<file path="src/hdl/prc_pkg.sv">
package prc_pkg;

  // Register indices; the byte address on the bus is four times the index.
  localparam logic [5:0] PRC_IDX_CONTROL = 6'h00;
  localparam logic [5:0] PRC_IDX_SUBLAYER = 6'h17;
  localparam logic [5:0] PRC_IDX_LOOP_BYPASS = 6'h18;
  localparam logic [5:0] PRC_IDX_STRAP_STATUS = 6'h19;

  // Field positions of the control register.
  localparam int PRC_CTRL_RESET_BIT = 15;
  localparam int PRC_CTRL_LOOP_BIT = 14;
  localparam int PRC_CTRL_SPEED_BIT = 13;
  localparam int PRC_CTRL_DUPLEX_BIT = 8;

  // Field positions of the loopback and bypass register.
  localparam int PRC_LBR_CODE_BYPASS_BIT = 14;
  localparam int PRC_LBR_SCR_BYPASS_BIT = 13;
  localparam int PRC_LBR_ALIGN_BYPASS_BIT = 12;
  localparam int PRC_LBR_LS_LOOP_BIT = 11;
  localparam int PRC_LBR_LSEL_HI_BIT = 9;
  localparam int PRC_LBR_LSEL_LO_BIT = 8;

  // Field position of the sublayer configuration register.
  localparam int PRC_SUB_FORCE_CONNECT_BIT = 5;

  // Reset values and writable bits.
  localparam logic [15:0] PRC_CONTROL_RESET = 16'h2000;
  localparam logic [15:0] PRC_LOOP_BYPASS_RESET = 16'h0000;
  localparam logic [15:0] PRC_SUBLAYER_RESET = 16'h0000;
  localparam logic [15:0] PRC_CONTROL_WMASK = 16'h6100;
  localparam logic [15:0] PRC_LOOP_BYPASS_WMASK = 16'h7b00;
  localparam logic [15:0] PRC_SUBLAYER_WMASK = 16'h0020;

  // Loopback select encodings.
  localparam logic [1:0] PRC_LSEL_XCVR = 2'h2;
  localparam logic [1:0] PRC_LSEL_REMOTE = 2'h1;

  // Symbol values.
  localparam logic [4:0] PRC_LINE_IDLE = 5'h1f;
  localparam logic [4:0] PRC_MII_IDLE = 5'h00;

  // Timing.
  localparam int PRC_CLK_PERIOD_NS = 10;
  localparam int PRC_STRAP_DEADLINE_NS = 2000;
  localparam int PRC_STRAP_DEADLINE_CYCLES =
    PRC_STRAP_DEADLINE_NS / PRC_CLK_PERIOD_NS;
  localparam logic [7:0] PRC_STRAP_SETTLE_CYCLES =
    8'(PRC_STRAP_DEADLINE_CYCLES / 16);
  localparam int PRC_RESYNC_NS = 330000;
  localparam int PRC_RESYNC_CYCLES = PRC_RESYNC_NS / PRC_CLK_PERIOD_NS;
  localparam logic [4:0] PRC_SW_RESET_CYCLES = 5'h10;

  typedef struct packed {
    logic [4:0] mgmtAddr;
    logic negModeStrap1;
    logic negModeStrap0;
    logic repeater;
    logic serialLowSpeedStrap;
    logic alignBypassStrap;
    logic codeBypassStrap;
    logic scramblerBypassStrap;
  } prc_straps_t;

  typedef struct packed {
    logic en;
    logic er;
    logic [3:0] d;
  } prc_mii_tx_t;

  typedef struct packed {
    logic crs;
    logic dv;
    logic er;
    logic [3:0] d;
  } prc_mii_rx_t;

  typedef struct packed {
    logic valid;
    logic carrier;
    logic [4:0] sym;
  } prc_line_t;

  function automatic logic [4:0] prcEncode(input logic [3:0] nib);
    logic [4:0] code;
    code = 5'h00;
    case (nib)
      4'h0: code = 5'h1e;
      4'h1: code = 5'h09;
      4'h2: code = 5'h14;
      4'h3: code = 5'h15;
      4'h4: code = 5'h0a;
      4'h5: code = 5'h0b;
      4'h6: code = 5'h0e;
      4'h7: code = 5'h0f;
      4'h8: code = 5'h12;
      4'h9: code = 5'h13;
      4'ha: code = 5'h16;
      4'hb: code = 5'h17;
      4'hc: code = 5'h1a;
      4'hd: code = 5'h1b;
      4'he: code = 5'h1c;
      default: code = 5'h1d;
    endcase
    return code;
  endfunction : prcEncode

  // Returns {invalid, nibble}; an unknown code yields invalid high.
  function automatic logic [4:0] prcDecode(input logic [4:0] code);
    logic [4:0] res;
    res = 5'h10;
    for (int i = 0; i < 16; i++) begin
      if (prcEncode(4'(i)) == code) begin
        res = {1'b0, 4'(i)};
      end
    end
    return res;
  endfunction : prcDecode

endpackage : prc_pkg

</file>
<file path="src/hdl/prc_ctrl.sv">
// Function
// - Straps are captured within 2 us of reset pin release.
// - Reset samples address, negotiation, repeater and bypass straps.
// - During power-up reset indicators float and low-speed indicator asserts.
// - Hardware reset pulse restores register defaults and recaptures straps.
// - Control bit 15 starts software reset, reads one, then self-clears.
// - Software reset restores defaults only, straps are kept.
// - At 10 Mb/s either loopback bit loops MII and silences line.
// - At 100 Mb/s control bit 14 loops MII at nibble rate.
// - Select field: 00 normal, bit 9 transceiver, bit 8 remote.
// - Transceiver loopback asserts the loopback-enable output.
// - Remote loopback returns received serial symbols to transmit.
// - Non-remote 100 Mb/s loopback blanks receive valid for 330 us.
// - Transparent mode bypasses 4B/5B by strap or bit 14.
// - Transparent symbol MSB rides on receive and transmit error lines.
// - Transparent mode passes delimiters untouched; controller supplies them.
// - Transparent receive valid unchanged; idles cross MII as zero.
// - Repeater mode suppresses carrier sense during own transmission; here only at 100 Mb/s.
// - Phaser mode by strap or bit 12 passes raw 5-bit words.
// - Fiber mode by strap or bit 13 bypasses the scrambler.
// - Reset pin or software reset request enters reset.
//
// Chosen here: the APB slave port and the register addresses.
`timescale 1ns/10ps
module prc_ctrl import prc_pkg::*; #(
  parameter int RESYNC_CYCLES = PRC_RESYNC_CYCLES
) (
  input wire logic ref_clk,
  input wire logic resetn,
  input wire logic psel,
  input wire logic penable,
  input wire logic pwrite,
  input wire logic [7:0] paddr,
  input wire logic [31:0] pwdata,
  output logic [31:0] prdata,
  output logic pready,
  output logic pslverr,
  input wire logic resetPin,
  input wire prc_straps_t strapPins,
  input wire logic linkClk,
  input wire prc_mii_tx_t miiTx,
  output prc_mii_rx_t miiRx,
  input wire prc_line_t lineRx,
  output prc_line_t lineTx,
  output logic lineOutEnable,
  output logic xcvrLoopbackOut,
  output logic lowSpeedInd,
  output logic [4:0] indicatorLevels,
  output logic indicatorOe,
  output logic speed100,
  output logic scramblerBypass,
  output logic disconnectBypass,
  output logic serialLowSpeed,
  output logic [4:0] mgmtAddr
);

  logic [1:0] pinSync;
  prc_straps_t strapMeta;
  prc_straps_t strapSync;
  prc_straps_t straps;
  logic strapPending;
  logic [7:0] strapWait;
  logic [15:0] controlReg;
  logic [15:0] loopBypassReg;
  logic [15:0] sublayerReg;
  logic [4:0] swCount;
  logic [2:0] linkSync;
  prc_mii_tx_t txMeta;
  prc_mii_tx_t txSync;
  prc_line_t rxMeta;
  prc_line_t rxSync;
  logic loopArmedPrev;
  logic [15:0] resyncCount;
  prc_mii_rx_t next_miiRx;
  prc_line_t next_lineTx;

  // The reset pin is asynchronous to ref_clk and is synchronised first.
  wire hwReset = pinSync[1];
  wire inReset = hwReset | strapPending;
  wire swBusy = (swCount != 5'h00);
  wire nibbleTick = linkSync[1] & ~linkSync[2];

  // Register bus decode.
  wire [5:0] regIdx = paddr[7:2];
  wire hitControl = (regIdx == PRC_IDX_CONTROL);
  wire hitSublayer = (regIdx == PRC_IDX_SUBLAYER);
  wire hitLoopBypass = (regIdx == PRC_IDX_LOOP_BYPASS);
  wire hitStrap = (regIdx == PRC_IDX_STRAP_STATUS);
  wire regHit = hitControl | hitSublayer | hitLoopBypass | hitStrap;
  wire apbAccess = psel & penable;
  wire apbWrite = apbAccess & pwrite;
  wire wrControl = apbWrite & hitControl;
  wire wrSublayer = apbWrite & hitSublayer;
  wire wrLoopBypass = apbWrite & hitLoopBypass;
  wire swResetReq = wrControl & pwdata[PRC_CTRL_RESET_BIT];
  wire resyncBusy = (resyncCount != 16'h0000);

  wire [15:0] controlRead = {swBusy, controlReg[14:0]};
  wire [15:0] strapRead = {resyncBusy, 2'h0, strapPending, straps};
  wire [15:0] readMux = hitControl ? controlRead :
                        hitSublayer ? sublayerReg :
                        hitLoopBypass ? loopBypassReg :
                        hitStrap ? strapRead : 16'h0000;

  assign pready = apbAccess;
  assign pslverr = apbAccess & ~regHit;

  // Mode decode.
  wire codeBypass = straps.codeBypassStrap |
                    loopBypassReg[PRC_LBR_CODE_BYPASS_BIT];
  wire alignBypass = straps.alignBypassStrap |
                     loopBypassReg[PRC_LBR_ALIGN_BYPASS_BIT];
  wire [1:0] loopSel = {loopBypassReg[PRC_LBR_LSEL_HI_BIT],
                        loopBypassReg[PRC_LBR_LSEL_LO_BIT]};
  wire miiLoop = controlReg[PRC_CTRL_LOOP_BIT] |
                 (~speed100 & loopBypassReg[PRC_LBR_LS_LOOP_BIT]);
  // Value 11 matches neither decode and so runs as normal operation.
  wire xcvrLoop = speed100 & (loopSel == PRC_LSEL_XCVR);
  wire remoteLoop = speed100 & (loopSel == PRC_LSEL_REMOTE);
  wire loopArmed = speed100 & (miiLoop | xcvrLoop);
  // Blank from the arming edge itself, before the counter has been loaded.
  wire resyncStart = loopArmed & ~loopArmedPrev;
  wire rxBlank = resyncStart | resyncBusy;
  wire repeaterQuiet = straps.repeater & speed100 & txSync.en;

  // Transmit symbol selection.
  wire [4:0] txWord = {txSync.er, txSync.d};
  wire [4:0] txTransparent = (txWord == PRC_MII_IDLE) ? PRC_LINE_IDLE :
                             txWord;
  wire [4:0] txCoded = txSync.en ? prcEncode(txSync.d) : PRC_LINE_IDLE;
  wire [4:0] txSym = alignBypass ? txWord :
                     codeBypass ? txTransparent : txCoded;
  wire txValid = txSync.en | alignBypass | codeBypass;

  // Receive symbol selection.
  wire [4:0] rxDecoded = prcDecode(rxSync.sym);
  wire [4:0] rxTransparent = (rxSync.sym == PRC_LINE_IDLE) ? PRC_MII_IDLE :
                             rxSync.sym;
  wire [4:0] rxWord = alignBypass ? rxSync.sym :
                      codeBypass ? rxTransparent : rxDecoded;
  wire rxErr = (alignBypass | codeBypass) ? rxWord[4] :
               (rxWord[4] & rxSync.valid);

  always_comb begin
    next_miiRx.crs = (rxSync.carrier | txSync.en) & ~repeaterQuiet;
    if (miiLoop) begin
      next_miiRx.dv = txSync.en & ~rxBlank;
      next_miiRx.er = txSync.er;
      next_miiRx.d = txSync.d;
    end else begin
      next_miiRx.dv = rxSync.valid & ~rxBlank;
      next_miiRx.er = rxErr;
      next_miiRx.d = rxWord[3:0];
    end
    if (remoteLoop) begin
      next_lineTx = rxSync;
    end else begin
      next_lineTx.valid = txValid & ~miiLoop;
      next_lineTx.carrier = txSync.en & ~miiLoop;
      next_lineTx.sym = txSym;
    end
  end

  assign xcvrLoopbackOut = xcvrLoop;
  assign lineOutEnable = ~miiLoop & ~inReset;
  assign speed100 = controlReg[PRC_CTRL_SPEED_BIT];
  assign lowSpeedInd = inReset | ~speed100;
  assign indicatorOe = ~inReset;
  assign indicatorLevels = {miiRx.crs, miiRx.dv, txSync.en, speed100,
                            controlReg[PRC_CTRL_DUPLEX_BIT]};
  assign scramblerBypass = straps.scramblerBypassStrap |
                           loopBypassReg[PRC_LBR_SCR_BYPASS_BIT];
  assign disconnectBypass = sublayerReg[PRC_SUB_FORCE_CONNECT_BIT];
  assign serialLowSpeed = straps.serialLowSpeedStrap;
  assign mgmtAddr = straps.mgmtAddr;

  // Synchronisers for everything that arrives from outside ref_clk.
  always_ff @(posedge ref_clk or negedge resetn) begin
    if (!resetn) begin
      pinSync <= 2'h0;
      strapMeta <= '0;
      strapSync <= '0;
      linkSync <= 3'h0;
      txMeta <= '0;
      txSync <= '0;
      rxMeta <= '0;
      rxSync <= '0;
    end else begin
      pinSync <= {pinSync[0], resetPin};
      strapMeta <= strapPins;
      strapSync <= strapMeta;
      linkSync <= {linkSync[1:0], linkClk};
      txMeta <= miiTx;
      txSync <= txMeta;
      rxMeta <= lineRx;
      rxSync <= rxMeta;
    end
  end

  // Straps are taken a short settle time after the pin releases, well
  // inside the capture deadline, so that pins shared with outputs are stable.
  always_ff @(posedge ref_clk or negedge resetn) begin
    if (!resetn) begin
      strapPending <= 1'b1;
      strapWait <= 8'h00;
      straps <= '0;
    end else if (hwReset) begin
      strapPending <= 1'b1;
      strapWait <= 8'h00;
    end else if (strapPending) begin
      if (strapWait == PRC_STRAP_SETTLE_CYCLES - 8'h01) begin
        straps <= strapSync;
        strapPending <= 1'b0;
      end else begin
        strapWait <= strapWait + 8'h01;
      end
    end
  end

  // Registers; software reset reloads defaults but leaves straps alone.
  always_ff @(posedge ref_clk or negedge resetn) begin
    if (!resetn) begin
      controlReg <= PRC_CONTROL_RESET;
      loopBypassReg <= PRC_LOOP_BYPASS_RESET;
      sublayerReg <= PRC_SUBLAYER_RESET;
      swCount <= 5'h00;
    end else if (hwReset) begin
      controlReg <= PRC_CONTROL_RESET;
      loopBypassReg <= PRC_LOOP_BYPASS_RESET;
      sublayerReg <= PRC_SUBLAYER_RESET;
      swCount <= 5'h00;
    end else if (swBusy) begin
      controlReg <= PRC_CONTROL_RESET;
      loopBypassReg <= PRC_LOOP_BYPASS_RESET;
      sublayerReg <= PRC_SUBLAYER_RESET;
      swCount <= swCount - 5'h01;
    end else if (swResetReq) begin
      swCount <= PRC_SW_RESET_CYCLES;
    end else begin
      if (wrControl) begin
        controlReg <= pwdata[15:0] & PRC_CONTROL_WMASK;
      end
      if (wrLoopBypass) begin
        loopBypassReg <= pwdata[15:0] & PRC_LOOP_BYPASS_WMASK;
      end
      if (wrSublayer) begin
        sublayerReg <= pwdata[15:0] & PRC_SUBLAYER_WMASK;
      end
    end
  end

  // Read data is captured in the setup cycle and shown in the access cycle.
  always_ff @(posedge ref_clk or negedge resetn) begin
    if (!resetn) begin
      prdata <= 32'h00000000;
    end else if (psel && !penable) begin
      prdata <= {16'h0000, readMux};
    end
  end

  // Descrambler resynchronisation window after a loopback is armed.
  always_ff @(posedge ref_clk or negedge resetn) begin
    if (!resetn) begin
      loopArmedPrev <= 1'b0;
      resyncCount <= 16'h0000;
    end else begin
      loopArmedPrev <= loopArmed;
      if (loopArmed && !loopArmedPrev) begin
        resyncCount <= 16'(RESYNC_CYCLES);
      end else if (resyncBusy) begin
        resyncCount <= resyncCount - 16'h0001;
      end
    end
  end

  // MII and line outputs update on each nibble clock rising edge; receive valid also clears between edges while blanked.
  always_ff @(posedge ref_clk or negedge resetn) begin
    if (!resetn) begin
      miiRx <= '0;
      lineTx <= '0;
    end else if (inReset) begin
      miiRx <= '0;
      lineTx <= '0;
    end else if (nibbleTick) begin
      miiRx <= next_miiRx;
      lineTx <= next_lineTx;
    end else if (rxBlank) begin
      // A valid flag latched before arming must not wait for the next tick.
      miiRx.dv <= 1'b0;
    end
  end

endmodule : prc_ctrl

</file>
<file path="config.mk">
export PLATFORM = sky130hd
export DESIGN_NAME = prc_ctrl
export DESIGN_NICKNAME = d
export VERILOG_FILES = /design/src/hdl/prc_pkg.sv /design/src/hdl/prc_ctrl.sv
export SDC_FILE = /design/constraint.sdc
export NUM_CORES = 1
export LEC_CHECK = 0
export BUFFER_PORTS_ARGS = -buffer_cell sky130_fd_sc_hd__clkbuf_2
export CORE_UTILIZATION = 30
export CTS_CLUSTER_DIAMETER = 200
export DETAILED_ROUTE_END_ITERATION = 10
export PLACE_DENSITY_LB_ADDON = 0.12
export SLEW_MARGIN = 5
export SYNTH_ARGS = -nofsm -noshare
export SYNTH_HDL_FRONTEND = slang
export SYNTH_SLANG_ARGS = --single-unit
</file>
<file path="constraint.sdc">
create_clock -name ref_clk -period 3.9 [get_ports ref_clk]
set_input_delay 0.78 -clock ref_clk [delete_from_list [all_inputs] [get_ports ref_clk]]
set_output_delay 0.78 -clock ref_clk [all_outputs]
set_load 0.03 [all_outputs]
</file>
==> flow_metrics.py <==
metrics = {
    "cells_and_area": {
        "fin_nets": 683,
        "final_cell_mix": "dfrtp_1 (136), clkbuf_2 (94), nand2_1 (61)",
        "stdcell_count": 881,
        "layout_commonest_cell": "dfrtp_1",
        "nFillCells": 1877,
        "drive_gt1_frac": 0.261,
        "area_growth_pct": 20.8,
        "diodes": 0,
    },
    "die": {
        "dieHeight_um": 141,
        "dieArea_mm2": 0.0199,
        "io_pins": 138,
        "core-area_mm2": 0.0188,
        "die_x_um": 141,
        "num_rows": 50,
        "initial_utilization": 0.308,
    },
    "timing": {
        "fin_skew_ns": 0.0165,
        "period_minus_slack_ns": 2.96,
        "setup_violations": 0,
        "setup_tns_ns": 0,
        "min_period_over_period": 0.758,
        "hold_viol": 0,
        "fmax_mhz": 338,
        "rsz0062_at_grt": "no",
        "worst_pin_slew_ns": 1.03,
        "max_slew_margin": 0.314,
        "slew_viol_final": 0,
    },
    "route": {
        "drcViolationCount": 0,
        "wire_per_inst_um": 15.1,
        "drt_pre_antenna_iters": 4,
        "dr_total_vias": 4168,
        "drt-initial-drc-count": 239,
        "vias_per_cell": 4.73,
        "antenna_left": 0,
        "wl_um": 13300,
    },
    "critical_path": {
        "required_ns": 3.12,
        "r2r-end": "resyncCount[2]",
        "critPathMaxFanout": 7,
        "r2r_slack_ns": 1.42,
        "cp-end-kind": "output port",
        "rr_startpoint": "resyncCount[0]",
        "ff2ff_path_depth": 7,
        "criticalPathCategory": "primary input to output port",
        "worstPathArrival_ns": 2.18,
        "start_kind": "primary input",
    },
    "place": {
        "place_inst": 849,
        "place.gp.congestion": 0.769,
        "io_buffers": 95,
        "dp_hpwl_um": 9310,
    },
    "min_path": {
        "hp-class": "register to register",
        "min_to": "linkSync[1]",
        "hold_start": "linkSync[0]",
        "hold_depth": 0,
    },
    "cts": {
        "cts.reportedPaths.clkPinSlew_ns": 0.07,
        "root_buffer": "clkbuf_16",
        "cts_max_level": 4,
        "cts_hold_buf": 0,
        "postCtsSetupRepairBufs": 0,
        "postCtsResizedCells": 0,
        "cts_buffer_depth": 2,
        "cts_tree": "built",
        "worst_skew_pair.late_latency_ns": 0.43,
        "clock_sinks": 138,
        "cts-buffers-inserted": 17,
    },
    "pwr": {
        "comb_power_share": 0.121,
        "ir_worst_vdd_uv": 289,
        "seq_power_share": 0.450,
        "power.density_mw_per_mm2": 532,
        "power_leakage_nw": 3.24,
        "switching_power_w": 0.00113,
        "intPower_w": 0.00260,
        "p_sw_frac": 0.302,
        "clock_power_share": 0.429,
    },
    "synth": {
        "ys_types": 65,
        "syn_area_mm2": 0.00581,
        "synth_ff_type": "dfrtp_1",
        "syn_avg_cell_area_um2": 11.0,
        "synth_seq_area_share": 0.595,
        "synth_edf_count": 0,
        "ys_ff_latch": 138,
        "async_flop_share": 1.00,
        "netlist_instances": 527,
        "synth_warnings": 0,
    },
    "grt": {
        "grt_overflow_total": 0,
        "track_usage": 0.144,
        "grt_pass1_wl_um": 21900,
        "grt_max_degree": 82,
        "grt_pass1_vias": 4103,
        "antenna_found_initial": 0,
    },
    "run_status": {
        "status": "finished, final reports clean",
    },
    "run": {
        "maxCapViolations": 0,
    },
}
[synth_stat cells, types with 7 or more instances]
cell type / count / area share
a21oi_1: 17 / 0.015
mux2_2: 15 / 0.029
a22oi_1: 11 / 0.014
inv_1: 11 / 0.0071
buf_4: 26 / 0.034
clkbuf_1: 22 / 0.014
nand2_1: 61 / 0.039
dfrtp_1: 136 / 0.59
xor2_1: 10 / 0.015
a22o_1: 7 / 0.011
nor2_1: 37 / 0.024
o21ai_0: 44 / 0.038
or4_1: 7 / 0.0091
nand3_1: 7 / 0.0060
nor3_1: 12 / 0.010
[power groups by stage]
stage,logic [W],registers (W),clock network (W)
2_1_floorplan,0.000366,0.00167,0
3_5_place_dp,0.000461,0.00170,0
5_1_grt,0.000518,0.00170,0.00171
4_1_cts,0.000463,0.00168,0.00165
6_report,0.000450,0.00168,0.00160
3_3_place_gp,0.000449,0.00170,0
[critical path: stages]
cell and delay, ns:
clkbuf_2 0.12, or4_1 0.52, nor3_2 0.43, nor4b_1 0.11, clkbuf_2 0.21
[through the flow]
step / util / instance area (um2) / setup WS (ns) / total power, W / hold WS [ns]
final: 0.373 / 7020 / 0.944 / 0.00373 / 0.348
after global routing: 0.373 / 7020 / 0.874 / 0.00393 / 0.352
after CTS: 0.373 / 7020 / 0.946 / 0.00379 / 0.350
after detailed placement: 0.341 / 6410 / 0.952 / 0.00217 / 0.335
after global placement: 0.341 / 6410 / 0.972 / 0.00215 / 0.332
after floorplan: - / 5860 / 0.969 / 0.00203 / 0.331
[registers in the layout, indices dropped and copies added, names as in the netlist, 2 cells and up]
signal           count
controlReg           3
indicatorLevels      3
lineTx               7
linkSync             3
loopBypassReg        6
mgmtAddr             5
miiRx                5
pinSync              2
prdata              16
resyncCount         16
rxMeta               7
rxSync               7
strapMeta           12
strapRead            6
strapSync           12
strapWait            8
swCount              5
txMeta               6
txSync               5
[cells by family (layout without fill, tap and decap cells)]
| group | after synthesis | count (layout) | synth area share |
|---|---|---|---|
| simple gates | 174 | 174 | 0.151 |
| flops | 138 | 138 | 0.595 |
| compound gates | 116 | 116 | 0.132 |
| buf+inv | 63 | 142 | 0.0593 |
| mux | 18 | 18 | 0.0343 |
| xor+xnor | 14 | 14 | 0.0211 |
| fa+ha+maj | 3 | 3 | 0.00647 |
| other cells | 1 | 16 | 0.000646 |
[worst max path at each step]
stage | startpoint | slack [ns] | cells past startpoint | end
after floorplan | penable | 0.97 | 2 | pslverr
after CTS | paddr[3] | 0.95 | 5 | pslverr
final | paddr[3] | 0.94 | 5 | pslverr
after global placement | paddr[3] | 0.97 | 5 | pslverr
after global routing | paddr[3] | 0.87 | 5 | pslverr
after detailed placement | paddr[3] | 0.95 | 5 | pslverr
[layout make-up]
class                   count  area [um2]  area share
clock buffers              17         425      0.0606
clock inverters            15         176      0.0251
multi-input cells         341        2070       0.295
inverters                  11        41.3     0.00589
well taps                 260         325      0.0464
repair buffers             99         524      0.0747
flip-flops and latches    138        3460       0.493
[metal layers]
metal  global-route usage  vias up  share of wire
met5                    0        -              0
met4               0.0429        0          0.011
met3               0.0404       10          0.042
met2                0.226      111           0.47
met1                0.192     2064           0.48
li1                     -     1983              -
(Power assumes the default switching activity.)
